`config.mk`:
```
export PLATFORM = sky130hd
export DESIGN_NAME = stm_monitor
export DESIGN_NICKNAME = d
export VERILOG_FILES = /design/src/core/stm_event_counter.v /design/src/core/stm_max_hold.v /design/src/core/stm_monitor.v
export VERILOG_INCLUDE_DIRS = /design/src /design/src/core
export SDC_FILE = /design/constraint.sdc
export NUM_CORES = 1
export LEC_CHECK = 0
export BUFFER_PORTS_ARGS = -buffer_cell sky130_fd_sc_hd__buf_4
export CAP_MARGIN = 20
export CORE_ASPECT_RATIO = 1.4
export CORE_UTILIZATION = 40
export CTS_CLUSTER_DIAMETER = 60
export CTS_CLUSTER_SIZE = 8
export DETAILED_ROUTE_END_ITERATION = 8
export PLACE_DENSITY = 0.6
export SYNTH_ARGS = -nofsm -noshare
export SYNTH_HDL_FRONTEND = slang
export SYNTH_HIERARCHICAL = 1
export SYNTH_SLANG_ARGS = --single-unit
```
`constraint.sdc`:
```
create_clock -name core_clk -period 6 [get_ports core_clk]
set_clock_uncertainty 0.2 [all_clocks]
set_input_delay 1.2 -clock core_clk [delete_from_list [all_inputs] [get_ports core_clk]]
set_output_delay 1.2 -clock core_clk [all_outputs]
set_load 0.05 [all_outputs]
```
`src/core/stm_defs.vh`:
```
// Constants for the sync timing monitor
`ifndef STM_DEFS_VH
`define STM_DEFS_VH

// ----------------------------------------
// Object indices and subindices
// ----------------------------------------
`define STM_IDX_OUT 16'h1c32
`define STM_IDX_IN 16'h1c33
`define STM_SUB_COUNT 8'h00
`define STM_SUB_MODE 8'h01
`define STM_SUB_CYCLE 8'h02
`define STM_SUB_SHIFT 8'h03
`define STM_SUB_SUPPORTED 8'h04
`define STM_SUB_MIN_CYCLE 8'h05
`define STM_SUB_CALC_COPY 8'h06
`define STM_SUB_MIN_DELAY 8'h07
`define STM_SUB_COMMAND 8'h08
`define STM_SUB_MAX_DELAY 8'h09
`define STM_SUB_MISSED 8'h0b
`define STM_SUB_EXCEEDED 8'h0c
`define STM_SUB_TOO_SHORT 8'h0d
`define STM_SUB_SYNC_ERR 8'h20

// ----------------------------------------
// Reset values
// ----------------------------------------
`define STM_RST_PARAM_COUNT 8'h20
`define STM_RST_OUT_MODE 16'h0001
`define STM_RST_IN_MODE 16'h0022
`define STM_RST_CYCLE 32'h000c65d4
`define STM_RST_MIN_CYCLE 32'h0000c350
`define STM_RST_SUPPORTED 16'hc007
`define STM_RST_COMMAND 16'h0000

// ----------------------------------------
// Sync mode codes and command values
// ----------------------------------------
`define STM_MODE_FREE_RUN 16'h0000
`define STM_MODE_SM_EVENT 16'h0001
`define STM_MODE_SYNC0 16'h0002
`define STM_MODE_SYNC1 16'h0003
`define STM_MODE_OUT_SM_EVENT 16'h0022
`define STM_CMD_STOP 16'h0000
`define STM_CMD_START 16'h0001

// ----------------------------------------
// Supported-modes bitmap fields
// ----------------------------------------
`define STM_SUP_FREE_RUN 0
`define STM_SUP_SM_EVENT 1
`define STM_SUP_DC_LSB 2
`define STM_SUP_SHIFT_LSB 4
`define STM_SUP_DYNAMIC 14
`define STM_SUP_DC_SUPPORTED 2'b01
`define STM_SUP_SHIFT_LOCAL 2'b01
`define STM_SUP_SHIFT_SYNC1 2'b10

// ----------------------------------------
// Timing
// ----------------------------------------
`define STM_CLK_PERIOD_NS 40
`define STM_CLK_NS_STEP 32'h00000028

`endif

```
`src/core/stm_event_counter.v`:
```
// Saturating 16-bit event counter with synchronous clear
`timescale 1ns/1ps
module stm_event_counter #(
    parameter WIDTH = 16
) (
    input wire core_clk,
    input wire reset_n,
    input wire clear,
    input wire event_hit,
    output reg [WIDTH-1:0] count
);

// ----------------------------------------
// Counter
// ----------------------------------------
// Saturates rather than wraps so a flood of errors never reads as few
always @(posedge core_clk or negedge reset_n)
begin
    if (!reset_n)
    begin
        count <= {WIDTH{1'b0}};
    end
    else if (clear)
    begin
        // Event on the clearing edge still counts
        count <= {{(WIDTH-1){1'b0}}, event_hit};
    end
    else if (event_hit && (count != {WIDTH{1'b1}}))
    begin
        count <= count + {{(WIDTH-1){1'b0}}, 1'b1};
    end
end

endmodule

```
`src/core/stm_max_hold.v`:
```
// Interval meter in ns that keeps the largest interval seen
`timescale 1ns/1ps
`include "stm_defs.vh"
module stm_max_hold #(
    parameter [31:0] RESET_VALUE = 32'h00000000
) (
    input wire core_clk,
    input wire reset_n,
    input wire enable,
    input wire clear,
    input wire start_pulse,
    input wire stop_pulse,
    output reg [31:0] max_ns
);

reg running;
reg [31:0] elapsed_ns;
wire [32:0] sum_ns;
wire [31:0] stop_ns;

assign sum_ns = {1'b0, elapsed_ns} + {1'b0, `STM_CLK_NS_STEP};
// Stop edge closes the last step, so pulses n cycles apart read 40n
assign stop_ns = sum_ns[32] ? elapsed_ns : sum_ns[31:0];

// ----------------------------------------
// Interval timer
// ----------------------------------------
// Counts in ns steps directly, so no multiplier is needed
always @(posedge core_clk or negedge reset_n)
begin
    if (!reset_n)
    begin
        running <= 1'b0;
        elapsed_ns <= 32'h00000000;
    end
    else if (!enable || clear)
    begin
        running <= 1'b0;
        elapsed_ns <= 32'h00000000;
    end
    else if (start_pulse)
    begin
        running <= 1'b1;
        elapsed_ns <= 32'h00000000;
    end
    else if (stop_pulse)
    begin
        running <= 1'b0;
    end
    else if (running && !sum_ns[32])
    begin
        elapsed_ns <= sum_ns[31:0];
    end
end

// ----------------------------------------
// Maximum capture
// ----------------------------------------
always @(posedge core_clk or negedge reset_n)
begin
    if (!reset_n)
    begin
        max_ns <= RESET_VALUE;
    end
    else if (clear)
    begin
        max_ns <= 32'h00000000;
    end
    else if (enable && running && stop_pulse && !start_pulse && (stop_ns > max_ns))
    begin
        max_ns <= stop_ns;
    end
end

endmodule

```
`src/core/stm_monitor.v`:
```
// Sync manager timing monitor: parameter objects, measurement and error counters
`timescale 1ns/1ps
`include "stm_defs.vh"
module stm_monitor (
    input wire core_clk,
    input wire reset_n,
    input wire [15:0] obj_index,
    input wire [7:0] obj_subindex,
    input wire obj_write,
    input wire obj_read,
    input wire [31:0] obj_wdata,
    output reg [31:0] obj_rdata,
    output reg obj_rvalid,
    output reg obj_error,
    input wire operational,
    input wire sync0_event,
    input wire sync1_event,
    input wire sm_event,
    input wire cycle_start,
    input wire cycle_done,
    input wire copy_start,
    input wire copy_done,
    input wire input_sample,
    input wire output_latch,
    output wire dc_mode,
    output wire measuring,
    output reg sync_error
);

// ----------------------------------------
// Writable parameters
// ----------------------------------------
reg [15:0] measure_command;
reg [15:0] output_sync_mode;
reg [15:0] input_sync_mode;
reg [31:0] output_cycle_time;
reg [31:0] input_cycle_time;
reg operational_d;
reg sm_seen;
reg copy_busy;
reg cycle_busy;
reg cycle_fault;
wire is_out;
wire is_in;
wire known_obj;
wire wr_ok;
wire start_cmd;
wire meas_clear;
wire op_entry;
wire count_clear;
wire missed_hit;
wire exceeded_hit;
wire too_short_hit;
wire fault_now;
wire [15:0] supported_modes;
wire [31:0] output_min_cycle_time;
wire [31:0] output_calc_copy_time;
wire [31:0] output_max_delay_time;
wire [31:0] input_shift_time;
wire [15:0] missed_event_counter;
wire [15:0] cycle_exceeded_counter;
wire [15:0] shift_too_short_counter;

assign is_out = (obj_index == `STM_IDX_OUT);
assign is_in = (obj_index == `STM_IDX_IN);
assign start_cmd = obj_write && (is_out || is_in) && (obj_subindex == `STM_SUB_COMMAND)
    && (obj_wdata[15:0] == `STM_CMD_START);
assign measuring = (measure_command == `STM_CMD_START);
assign meas_clear = start_cmd;
assign op_entry = operational && !operational_d;
assign count_clear = op_entry;
assign dc_mode = (output_sync_mode == `STM_MODE_SYNC0) || (output_sync_mode == `STM_MODE_SYNC1)
    || (input_sync_mode == `STM_MODE_SYNC0) || (input_sync_mode == `STM_MODE_SYNC1);

// Bitmap is fixed; shift-source field stays 00 to match the reset value
assign supported_modes = (16'h0001 << `STM_SUP_FREE_RUN) | (16'h0001 << `STM_SUP_SM_EVENT)
    | ({14'h0000, `STM_SUP_DC_SUPPORTED} << `STM_SUP_DC_LSB)
    | (16'h0001 << `STM_SUP_DYNAMIC) | (16'h0001 << 15);

always @(posedge core_clk or negedge reset_n)
begin
    if (!reset_n)
    begin
        measure_command <= `STM_RST_COMMAND;
        output_sync_mode <= `STM_RST_OUT_MODE;
        input_sync_mode <= `STM_RST_IN_MODE;
        output_cycle_time <= `STM_RST_CYCLE;
        input_cycle_time <= `STM_RST_CYCLE;
    end
    else if (obj_write)
    begin
        if ((is_out || is_in) && (obj_subindex == `STM_SUB_COMMAND))
        begin
            measure_command <= obj_wdata[15:0];
        end
        if (is_out && (obj_subindex == `STM_SUB_MODE))
        begin
            output_sync_mode <= obj_wdata[15:0];
        end
        if (is_in && (obj_subindex == `STM_SUB_MODE))
        begin
            input_sync_mode <= obj_wdata[15:0];
        end
        if (is_out && (obj_subindex == `STM_SUB_CYCLE))
        begin
            output_cycle_time <= obj_wdata;
        end
        if (is_in && (obj_subindex == `STM_SUB_CYCLE))
        begin
            input_cycle_time <= obj_wdata;
        end
    end
end

// ----------------------------------------
// Measured timing maxima
// ----------------------------------------
stm_max_hold #(.RESET_VALUE(`STM_RST_MIN_CYCLE)) u_min_cycle (
    .core_clk(core_clk),
    .reset_n(reset_n),
    .enable(measuring),
    .clear(meas_clear),
    .start_pulse(cycle_start),
    .stop_pulse(cycle_done),
    .max_ns(output_min_cycle_time)
);

stm_max_hold #(.RESET_VALUE(32'h00000000)) u_calc_copy (
    .core_clk(core_clk),
    .reset_n(reset_n),
    .enable(measuring),
    .clear(meas_clear),
    .start_pulse(copy_start),
    .stop_pulse(copy_done),
    .max_ns(output_calc_copy_time)
);

stm_max_hold #(.RESET_VALUE(32'h00000000)) u_max_delay (
    .core_clk(core_clk),
    .reset_n(reset_n),
    .enable(measuring),
    .clear(meas_clear),
    .start_pulse(sync1_event),
    .stop_pulse(output_latch),
    .max_ns(output_max_delay_time)
);

stm_max_hold #(.RESET_VALUE(32'h00000000)) u_in_shift (
    .core_clk(core_clk),
    .reset_n(reset_n),
    .enable(measuring),
    .clear(meas_clear),
    .start_pulse(sync0_event),
    .stop_pulse(input_sample),
    .max_ns(input_shift_time)
);

// ----------------------------------------
// Cycle tracking
// ----------------------------------------
// In DC mode while operational, a SYNC0 with no SM event since the previous one means a missed event
assign missed_hit = operational && dc_mode && sync0_event && !sm_seen && !sm_event;
assign exceeded_hit = operational && cycle_start && cycle_busy;
assign too_short_hit = dc_mode && sync1_event && copy_busy;
assign fault_now = missed_hit || exceeded_hit || too_short_hit;

always @(posedge core_clk or negedge reset_n)
begin
    if (!reset_n)
    begin
        operational_d <= 1'b0;
        sm_seen <= 1'b1;
        copy_busy <= 1'b0;
        cycle_busy <= 1'b0;
        cycle_fault <= 1'b0;
        sync_error <= 1'b0;
    end
    else
    begin
        operational_d <= operational;
        // Each SYNC0 opens a fresh window; a same-cycle SM event belongs to the old one
        if (sync0_event)
        begin
            sm_seen <= 1'b0;
        end
        else if (sm_event)
        begin
            sm_seen <= 1'b1;
        end
        if (copy_start)
        begin
            copy_busy <= 1'b1;
        end
        else if (copy_done)
        begin
            copy_busy <= 1'b0;
        end
        if (cycle_start)
        begin
            cycle_busy <= 1'b1;
        end
        else if (cycle_done)
        begin
            cycle_busy <= 1'b0;
        end
        // Flag reports the cycle just ended; events in the boundary cycle count
        if (op_entry)
        begin
            sync_error <= 1'b0;
            cycle_fault <= fault_now;
        end
        else if (cycle_start)
        begin
            sync_error <= cycle_fault || fault_now;
            cycle_fault <= 1'b0;
        end
        else if (fault_now)
        begin
            cycle_fault <= 1'b1;
        end
    end
end

// ----------------------------------------
// Error counters
// ----------------------------------------
stm_event_counter #(.WIDTH(16)) u_missed (
    .core_clk(core_clk),
    .reset_n(reset_n),
    .clear(count_clear),
    .event_hit(missed_hit),
    .count(missed_event_counter)
);

stm_event_counter #(.WIDTH(16)) u_exceeded (
    .core_clk(core_clk),
    .reset_n(reset_n),
    .clear(count_clear),
    .event_hit(exceeded_hit),
    .count(cycle_exceeded_counter)
);

stm_event_counter #(.WIDTH(16)) u_too_short (
    .core_clk(core_clk),
    .reset_n(reset_n),
    .clear(count_clear),
    .event_hit(too_short_hit),
    .count(shift_too_short_counter)
);

// ----------------------------------------
// Object read port
// ----------------------------------------
reg [31:0] next_rdata;
reg next_known;

always @*
begin
    next_rdata = 32'h00000000;
    next_known = 1'b1;
    case (obj_subindex)
        `STM_SUB_COUNT: next_rdata = {24'h000000, `STM_RST_PARAM_COUNT};
        `STM_SUB_MODE: next_rdata = is_out ? {16'h0000, output_sync_mode}
            : {16'h0000, input_sync_mode};
        `STM_SUB_CYCLE: next_rdata = is_out ? output_cycle_time : input_cycle_time;
        `STM_SUB_SHIFT: next_rdata = is_out ? 32'h00000000 : input_shift_time;
        `STM_SUB_SUPPORTED: next_rdata = {16'h0000, supported_modes};
        `STM_SUB_MIN_CYCLE: next_rdata = output_min_cycle_time;
        `STM_SUB_CALC_COPY: next_rdata = is_out ? output_calc_copy_time : 32'h00000000;
        `STM_SUB_MIN_DELAY: next_rdata = 32'h00000000;
        `STM_SUB_COMMAND: next_rdata = {16'h0000, measure_command};
        `STM_SUB_MAX_DELAY: next_rdata = is_out ? output_max_delay_time : 32'h00000000;
        `STM_SUB_MISSED: next_rdata = {16'h0000, missed_event_counter};
        `STM_SUB_EXCEEDED: next_rdata = {16'h0000, cycle_exceeded_counter};
        `STM_SUB_TOO_SHORT: next_rdata = {16'h0000, shift_too_short_counter};
        `STM_SUB_SYNC_ERR: next_rdata = {31'h00000000, sync_error};
        default: next_known = 1'b0;
    endcase
end

assign known_obj = (is_out || is_in) && next_known;
// Only mode, cycle time and command accept writes; others are read-only
assign wr_ok = known_obj && ((obj_subindex == `STM_SUB_MODE)
    || (obj_subindex == `STM_SUB_CYCLE) || (obj_subindex == `STM_SUB_COMMAND));

always @(posedge core_clk or negedge reset_n)
begin
    if (!reset_n)
    begin
        obj_rdata <= 32'h00000000;
        obj_rvalid <= 1'b0;
        obj_error <= 1'b0;
    end
    else
    begin
        obj_rvalid <= obj_read && !obj_write;
        obj_error <= (obj_read && !obj_write && !known_obj) || (obj_write && !wr_ok);
        if (obj_read && !obj_write)
        begin
            obj_rdata <= known_obj ? next_rdata : 32'h00000000;
        end
    end
end

endmodule

```
Word level (Yosys, flattened, before mapping)
Index checks and enable logic that the tools add are counted.

storage, ports and cells
  bits in registers = 460
  input port bits = 70

operators by class
  reductions and logical operators = 102
  add/sub/neg operators = 7
  magnitude comparators = 4
  multiplexer cells = 61
  equality and inequality tests = 28

operators with widths
  cell                   number
  $mux 32                33
  $pmux 32 s13           1
  $add 32x6->33 const B  4
  $gt 32x32->1           4
  $mux 16                7
  $eq 16x2->1 const B    4
  $add 16x1->16 const B  3
  $ne 16x16->1 const B   3
  $logic_and 1x1->1      45
  $eq 8x4->1 const B     5
  $eq 16x1->1 const B    2
  $eq 16x13->1 const B   2
  $eq 8x3->1 const B     4
  $reduce_bool 3->1      9
  $reduce_bool 2->1      11
  $mux 1                 20
  $reduce_and 2->1       9
  $eq 8x2->1 const B     2
  $logic_not 1->1        15
  $reduce_or 14->1       1
  $ne 3x2->1 const B     4
  $logic_or 1x1->1       11
  $eq 8x1->1 const B     1
  $eq 8x6->1 const B     1
  $logic_not 8->1        1

Logic depth before layout (Yosys ltp)
Gate-level depths: netlist (run 1).

  word-level depth = 13
  depth in mapped cells = 17

Cells and area by module
Netlist (run 1), hierarchy kept.

by module, submodules not included
  module                          cells each  seq. area each (um^2)  area an instance (um^2)  times used
  stm_monitor                     849         3,833.7                8,832.2                  1
  stm_max_hold at u_in_shift ...  498         1,501.4                4,332.9                  2
  stm_max_hold at u_min_cycle     459         1,508.9                4,180.3                  1
  stm_max_hold at u_calc_copy     459         1,501.4                4,172.8                  1
  stm_event_counter               102         400.4                  959.7                    3

Worst setup path after synthesis (run 1)
No wires, ideal clock.

  kind = reg2reg
  start = register u_in_shift.elapsed_ns[16]
  end = register u_in_shift.max_ns[15]
  data required time = 5,675 ps
  setup slack = 1,796 ps
  cell stages (with the launch flop) = 17
  arrival time = 3,880 ps
  clock period less this slack = 4,204 ps
  library setup time = 125 ps
  cell sequence = dfrtp_1 > nand3_1 > or4_1 > buf_2 > or3_4 > buf_2 > buf_2 > buf_2 > nand2_1 > ha_1 > nand2_1 > nor4_1 > nand3_1 > o21a_1 > a311oi_1 > buf_2 > mux2_2

between the ends
  cells in the longest elaborated chain, start to end = 5

RTL lines
  what                                RTL line           RTL
  start: declaration                  stm_max_hold.v:17  reg [31:0] elapsed_ns;
  start signal: assignment            stm_max_hold.v:52  elapsed_ns <= sum_ns[31:0];
  $add 32x6->33                       stm_max_hold.v:21  assign sum_ns = {1'b0, elapsed_ns} + {1'b0, `STM_CLK_NS_STEP};
  $mux 32 *                           stm_max_hold.v:23  assign stop_ns = sum_ns[32] ? elapsed_ns : sum_ns[31:0];
  $gt 32x32->1                        stm_max_hold.v:69  else if (enable && running && stop_pulse && !start_pulse && (stop_ns > max_ns))
  $logic_and 1x1->1                   stm_max_hold.v:69
  $reduce_bool 2->1 (no source line)  n/a
  end signal: assignment              stm_max_hold.v:71  max_ns <= stop_ns;
  end: declaration                    stm_max_hold.v:13  output reg [31:0] max_ns

Mark *: on every way between the ends. The rest lies on a longest branch, timed or not. The select of a mux whose other input is x is not followed.
A chain may end at the register's enable or synchronous reset.

Worst setup path after layout (run 1)
  start = register u_in_shift.elapsed_ns[3]
  end = register u_in_shift.max_ns[20]

Same word-level chain as after synthesis.

==> summary.md, run 1 <==
| Metric | Value |
|---|---|
| Outcome | `finished, final reports clean` |
| Share of layout cells above drive strength 1 | `0.1600` |
| Via total after detailed routing | `24.89k` |
| RSZ-0062 raised after global routing | `no` |
| Post-synth ARST share | `1.000` |
| Most frequent cells in the layout | `dfrtp_1 (410), nand2_1 (195), nor2_1 (191), a21oi_1 (186), nand3_1 (168)` |
| Clock-pin slew on the worst setup and hold paths | `0.05 ns` |
| Mapped Avg Cell Area | `9.361 µm²` |
| Initial cell density of the core | `0.4067` |
| DR iter-0 viols | `approximately 2.2k` |
| Met2 Use GR | `0.4367` |
| Hold Path Class | `reg -> reg` |
| Clock Latency Late Sink | `~0.66 ns` |
| Worst ir drop on vdd | `~230 µV` |
| Pin count of the biggest net entering global routing | `approximately 150` |
| Syn Nets | `approximately 3.3k` |
| Max_cap viols | `0` |
| Clock Sinks | `440` |
| Global-route met3 utilization | `0.03371` |
| Setup bufs post-CTS | `0` |
| Max Root-Sink Buffers | `3` |
| Hold_buf cts | `0` |
| P&R area growth vs syn | `11.24%` |
| Slew @ Worst Pin | `roughly 1.2 ns` |
| # setup viols final | `0` |
| Mapped Cells | `3069` |
| Arrival time at the worst endpoint | `approximately 5.4 ns` |
| Slew Viols, Final | `0` |
| Gr ovfl total | `0` |
| Gr busiest metal | `met2` |
| Req. time, crit path | `6.34 ns` |
| Final #Nets | `roughly 3.3k` |
| Synth top area cells | `dfrtp_1 (36%), mux2_2 (6.2%), ha_1 (5.4%)` |
| Vias per cell | `between 6 and 7` |
| Internal Power | `~5.0 mW` |
| CTS tree | `yes` |
| Net Switching | `1.594 mW` |
| Yosys warns | `6` |
| Top cell type's share of synthesized area | `0.3571` |
| Worst setup SP type | `flop` |
| Hold_ws | `about 0.29 ns` |
| Global-route usage over all layers | `0.2532` |
| Total Neg Setup Slack | `0 ns` |
| Number of global-route vias before repair | `approximately 25k` |
| PortBufs | `approximately 110` |
| Register area share after synthesis | `0.3845` |
| Row count | `approximately 120` |
| Tcrit/Tclk final | `0.8393` |
| Clock root buffer | `clkbuf_16` |
| Cell variety after synth | `98` |
| Placer Congestion | `between 0.9 and 1` |
| Synth area leader | `dfrtp_1` |
| Most common cell after layout, fill and taps aside | `dfrtp_1` |
| Cell area after layout | `~32000 µm²` |
| Die height | `319.1 µm` |
| Power Dens Cells | `slightly above 200 nW/µm²` |
| Leakage Power | `roughly 14 nW` |
| Clk pwr share | `0.509` |
| Seq pwr share | `0.452` |
| Ys flop type | `dfrtp_1` |
| Initial antenna violation count | `1` |
| Post-synth EDFFs | `0` |
| Combinational fraction of design power | `0.039` |
| Final Util | `0.4524` |
| Antenna fix cells | `0` |
| Fmax | `0.1986 GHz` |
| Total CTS buffers | `61` |
| Switching Share | `0.2416` |
| Tmin final | `just over 5 ns` |
| Final Hold Fails | `0` |
| Post-Syn Area | `between 20000 and 30000 µm²` |
| WS Path Type | `reg -> reg` |
| Yosys reg bits | `440` |
| Die area | `approximately 73000 µm²` |
| Maximum fanout along the worst path | `16` |
| Pre-CTS setup slack | `approximately 1.1 ns` |
| Total number of H-tree levels | `2` |
| Placed inst area | `30130 µm²` |
| Routed WL per cell | `between 20 and 25 µm` |
| Met1 usage | `0.3067` |
| Die Wd | `228.5 µm` |
| Core outline area | `70650 µm²` |
| Setup crit end kind | `flop` |
| Max transition margin | `0.2045` |
| Final worst slack | `around 0.96 ns` |
| CTS-repair resized insts | `0` |
| First-pass GRT wire length | `about 140000 µm` |
| Count of TritonRoute iterations in the first routing pass | `7` |
| DP Wirelength | `just under 70000 µm` |
| Total I/O pin count | `107` |
| Drt drc | `0` |
| Post-route ant nets | `0` |
| Post-Route WL | `roughly 94000 µm` |
[cell usage after synthesis, types with 8 or more instances]
cell type / instances
mux2_2: 159
or3_1: 59
nand3_1: 169
o21ai_0: 138
nor4b_1: 10
a21o_1: 46
a31o_2: 24
or4_1: 13
a32oi_1: 19
xor2_1: 78
ha_1: 123
nor4_1: 49
nand2_1: 195
a41oi_1: 11
nand2b_1: 73
o211a_1: 18
and4_1: 34
mux2i_1: 75
nor2b_1: 24
clkbuf_1: 89
nor2_1: 192
and3_1: 50
nand3b_1: 8
nand4b_1: 10
a22o_1: 18
a22oi_1: 17
o22ai_1: 9
dfstp_2: 30
o41ai_1: 9
nand4_1: 75
buf_1: 13
inv_1: 154
a211oi_1: 22
a21oi_1: 186
nor3b_1: 12
xnor2_1: 58
a222oi_1: 10
buf_2: 70
a311oi_1: 13
nor3_1: 58
buf_4: 16
dfrtp_1: 410
a31oi_1: 50
[worst paths after layout]
kind,from,slack (ns),cells after the start,endpoint
worst max-delay path,u_in_shift/elapsed_ns[3],0.96,13,u_in_shift/max_ns[20]
worst min-delay path,input_cycle_time[29],0.29,1,input_cycle_time[29]
worst max register to register,u_in_shift/elapsed_ns[3],0.96,13,u_in_shift/max_ns[20]
worst min register to register,input_cycle_time[29],0.29,1,input_cycle_time[29]
max in group asynchronous,reset_n,3.98,2,u_too_short/count[11]
min in group asynchronous,reset_n,0.30,1,u_min_cycle/max_ns[20]
[final cells by class]
type / instances / area [µm²]
fillers: 6739 / 38690
multi-input cells: 2275 / 16220
flip-flops and latches: 440 / 11050
clock buffers: 109 / 1717
well taps: 936 / 1171
repair buffers: 143 / 1134
inverters: 154 / 578.1
clock inverters: 4 / 96.34
[power groups by stage]
stage	Sequential, mW	Combinational [mW]	Clock (mW)
floorplan	3.04	0.0827	0
global route	2.98	0.278	3.54
global placement	3.03	0.255	0
finish	2.98	0.257	3.36
CTS	2.98	0.259	3.43
detailed placement	3.04	0.258	0
[registers in the layout, indices dropped and copies added, names as in the netlist, 29 cells and up]
name	flops
input_cycle_time	32
obj_rdata	32
output_cycle_time	32
u_calc_copy/max_ns	30
u_in_shift/max_ns	30
u_max_delay/max_ns	30
u_min_cycle/max_ns	30
u_calc_copy/elapsed_ns	29
u_in_shift/elapsed_ns	29
u_max_delay/elapsed_ns	29
u_min_cycle/elapsed_ns	29
[routing by layer]
metal  vias to the layer above  part of all wire
met5                         -           0.00014
met4                         2             0.055
met3                       225             0.054
met2                       932              0.49
met1                     12400              0.40
li1                      11330                 -
[critical path: stages, from the launching register on]
cell,delay [ns]
dfrtp_1,0.46
ha_1,0.29
o2111a_1,0.28
nand2_1,0.24
nor4b_1,0.79
a31oi_1,0.22
ha_1,0.36
nand4_1,0.14
nor4_1,0.49
nand3_1,0.17
o21a_1,0.25
a311oi_4,0.30
buf_4,0.34
mux2_2,0.37
[kinds of logic after synthesis]
| group | count (synthesis) | share of synthesized area |
|---|---|---|
| AO/OA/AOI/OAI | 675 | 0.1604 |
| XOR/XNOR | 136 | 0.04146 |
| adder cells (fa/ha/maj) | 123 | 0.05357 |
| buffers and inverters | 354 | 0.05296 |
| flip-flops | 440 | 0.3845 |
| multiplexers | 247 | 0.09433 |
| AND/OR/NAND/NOR | 1094 | 0.2127 |
[through the flow]
step	power, mW	std cells
final	6.598	4061
after global routing	6.806	4061
after CTS	6.676	4060
after detailed placement	3.293	3947
after floorplan	3.121	3069
after global placement	3.290	3946
No activity file was read; power rests on OpenSTA's default activity.
==> run 2, diff against run 1 <==
--- a/config.mk
+++ b/config.mk
@@ -6,6 +6,7 @@
 export SDC_FILE = /design/constraint.sdc
 export NUM_CORES = 1
 export LEC_CHECK = 0
+export ABC_AREA = 1
 export BUFFER_PORTS_ARGS = -buffer_cell sky130_fd_sc_hd__buf_4
 export CAP_MARGIN = 20
 export CORE_ASPECT_RATIO = 1.4
==> constraint.sdc (replaced) <==
create_clock -name core_clk -period 5.1 [get_ports core_clk]
set_clock_uncertainty 0.2 [all_clocks]
set_input_delay 1.02 -clock core_clk [delete_from_list [all_inputs] [get_ports core_clk]]
set_output_delay 1.02 -clock core_clk [all_outputs]
set_load 0.05 [all_outputs]
==> summary.md, run 2 <==
| Metric | Value |
|---|---|
| Post-synth EDFFs | `0` |
| Placer Congestion | `a little under 1` |
| Synth area leader | `dfrtp_1` |
| Total CTS buffers | `a little under 70` |
| # setup viols final | `0` |
| CP max stage cell | `dfrtp_1` |
| Setup bufs post-CTS | `0` |
| Synth top area cells | `dfrtp_1 (35%), nand2_1 (20%), inv_1 (5.8%)` |
| DP Wirelength | `~70000 µm` |
| Post-Route WL | `about 94000 µm` |
| Vias per cell | `5.190` |
| Total I/O pin count | `roughly 110` |
| Final std cells w/o fill | `5224` |
| Antenna fix cells | `0` |
| Max_cap viols | `0` |
| Clock-pin slew on the worst setup and hold paths | `roughly 0.05 ns` |
| Number of global-route vias before repair | `between 20k and 30k` |
| First-pass GRT wire length | `between 100000 and 150000 µm` |
| Critical-path cell list | `ha_1 -> nor2_1 -> nor2_1 -> nand2_1 -> nor2_1 -> nand3_1 -> nand2_1 -> nand2_1 -> ha_1 -> nand2_1 -> nor2_1 -> nand2_1 -> nor2_1 -> nand3_1 -> nand2_1 -> inv_1 -> nand2_1 -> buf_4 -> nand3_1 -> nand2_1` |
| Post-route ant nets | `0` |
| Req. time, crit path | `approximately 5.4 ns` |
| Most frequent CP cell | `nand2_1` |
| Placed insts | `~5k` |
| Die height | `~320 µm` |
| Post-synth ARST share | `1.000` |
| WS Path Type | `reg -> reg` |
| PortBufs | `roughly 110` |
| Gr busiest metal | `met2` |
| Mapped Avg Cell Area | `7.084 µm²` |
| Power Dens Cells | `between 200 and 250 nW/µm²` |
| CTS-repair resized insts | `0` |
| Crit path max-delay family | `simple AND/OR/NAND/NOR gates` |
| Global-route usage over all layers | `0.2519` |
| Row count | `~120` |
| Initial antenna violation count | `0` |
| Initial cell density of the core | `0.4055` |
| Slew Viols, Final | `0` |
| Yosys warns | `6` |
| Global-route met3 utilization | `0.03428` |
| Core outline area | `72900 µm²` |
| P&R area growth vs syn | `11.31%` |
| Most common cell after layout, fill and taps aside | `nand2_1` |
| Syn Nets | `about 4.4k` |
| Most common library cells after synthesis | `nand2_1 (1537), inv_1 (460), dfrtp_1 (410)` |
| Worst Setup SP | `u_calc_copy/elapsed_ns[3]` |
| Via total after detailed routing | `around 27k` |
| Die Wd | `231.8 µm` |
| Outcome | `finished, final reports clean` |
| Fmax | `roughly 0.25 GHz` |
| RSZ-0062 raised after global routing | `no` |
| # fillers | `approximately 7.5k` |
| Worst setup SP type | `flop` |
| Max transition margin | `0.3241` |
| Share of layout cells above drive strength 1 | `0.1112` |
| Met1 usage | `0.3014` |
| Drt drc | `0` |
| Arrival time at the worst endpoint | `between 4 and 5 ns` |
| Gr ovfl total | `0` |
| Max Root-Sink Buffers | `3` |
| Critical Path Max Stage Delay | `around 0.43 ns` |
| Clock root buffer | `clkbuf_16` |
| Pin count of the biggest net entering global routing | `110` |
| Routed WL per cell | `between 15 and 20 µm` |
| Worst ir drop on vdd | `199.9 µV` |
| RR Startpoint | `u_calc_copy/elapsed_ns[3]` |
| Total Neg Setup Slack | `0 ns` |
| Maximum fanout along the worst path | `21` |
| Register area share after synthesis | `0.3738` |
| Count of TritonRoute iterations in the first routing pass | `8` |
| Hold Path Class | `reg -> reg` |
| Count leader, synth | `nand2_1` |
| DR iter-0 viols | `between 1.5k and 2k` |
| Cell variety after synth | `46` |
| Yosys reg bits | `440` |
| Slew @ Worst Pin | `1.014 ns` |
| Clock Latency Late Sink | `around 0.62 ns` |
| Setup crit end kind | `flop` |
| Biggest registers after layout | `input_cycle_time x32, obj_rdata x32, output_cycle_time x32` |
| Top cell type's share of synthesized area | `0.3471` |
| Hold_buf cts | `0` |
| Worst Path Buf+Inv | `2` |
| Leakage Power | `between 15 and 20 nW` |
| Post-Syn Area | `29560 µm²` |
| Hold_ws | `between 0.2 and 0.3 ns` |
| Tmin final | `around 3.9 ns` |
| Die area | `roughly 75000 µm²` |
| Worst hold start | `obj_rdata[16]` |
| Final Hold Fails | `0` |
| Met2 Use GR | `0.4381` |
| Total number of H-tree levels | `3` |
| Final #Nets | `~4.4k` |
| Tcrit/Tclk final | `0.7738` |
| Mapped Cells | `around 4.2k` |
| Most frequent cells in the layout | `nand2_1 (1536), inv_1 (460), dfrtp_1 (410), nor2_1 (384), nand3_1 (319)` |
| CTS tree | `yes` |
| Clock Sinks | `between 400 and 500` |
| Ys flop type | `dfrtp_1` |
==> run 2: cell types whose count changed after synthesis, sizes merged, moves of 56 or more <==
| cell | change |
|---|---|
| nor2 | +240 |
| nor3 | -56 |
| mux2 | -172 |
| inv | +325 |
| nand2 | +1386 |
| nand4 | +86 |
| mux2i | -75 |
| o22ai | +80 |
| or3 | -61 |
| a21oi | -136 |
| nand3 | +150 |
| nand2b | -73 |
==> run 2: cell families after synthesis <==
family	count (synthesis)	synth area share
and+or+nand+nor	2559	0.3772
buffers and inverters	648	0.09693
DFF	440	0.3738
AOI/OAI and AO/OA	338	0.08030
adders and majority gates	123	0.05206
xor gates and xnor gates	65	0.01977
==> run 2: path summary, 6_finish.rpt <==
kind                                         endpoint  slack (ns)  depth (start not counted)
max in group asynchronous         input_cycle_time[4]        3.23                          2
max reg2reg                     u_calc_copy/max_ns[4]        1.15                         20
min reg2reg                             obj_rdata[16]        0.28                          2
min in group asynchronous  u_max_delay/elapsed_ns[18]        0.31                          1
max                             u_calc_copy/max_ns[4]        1.15                         20
min                                     obj_rdata[16]        0.28                          2
==> run 2: layout make-up <==
type	count	area [µm²]	area share
clock buffer	109	1939	0.05894
clock inverter	9	81.33	0.002472
inverter	483	1813	0.05510
multi-input combinational	3085	15660	0.4760
sequential	440	11050	0.3358
tap	952	1191	0.03620
timing repair buffer	146	1166	0.03544
==> run 2: tightest hold or removal path, cell delays in order (launching register included) <==
cell and delay, ns:
dfrtp_1 0.34, nand2_1 0.06, nand2_1 0.05
==> run 2: layer usage <==
metal  wire (µm)  up-vias
li1            -    13410
met1       38370    12810
met2       46090      718
met3        4789      176
met4        4905        0
met5           0        -
==> run 2: per-stage QoR <==
step           power, mW  utilization  cell area (µm²)  worst slack, ns
6_report           8.093       0.4513            32900            1.154
2_1_floorplan      3.659            -            29560            1.722
3_3_place_gp       3.841       0.4233            30860           0.6795
4_1_cts            8.183       0.4510            32880            1.113
5_1_grt            8.337       0.4513            32900           0.6837
3_5_place_dp       3.842       0.4233            30860           0.6135
==> run 2: report_power, final <==
part / switching, mW / internal [mW] / total [mW] / leakage [nW]
sequential: 0.0154 / 3.51 / 3.52 / 6.00
combinational: 0.184 / 0.0703 / 0.254 / 9.31
clock: 1.72 / 2.60 / 4.31 / 0.971
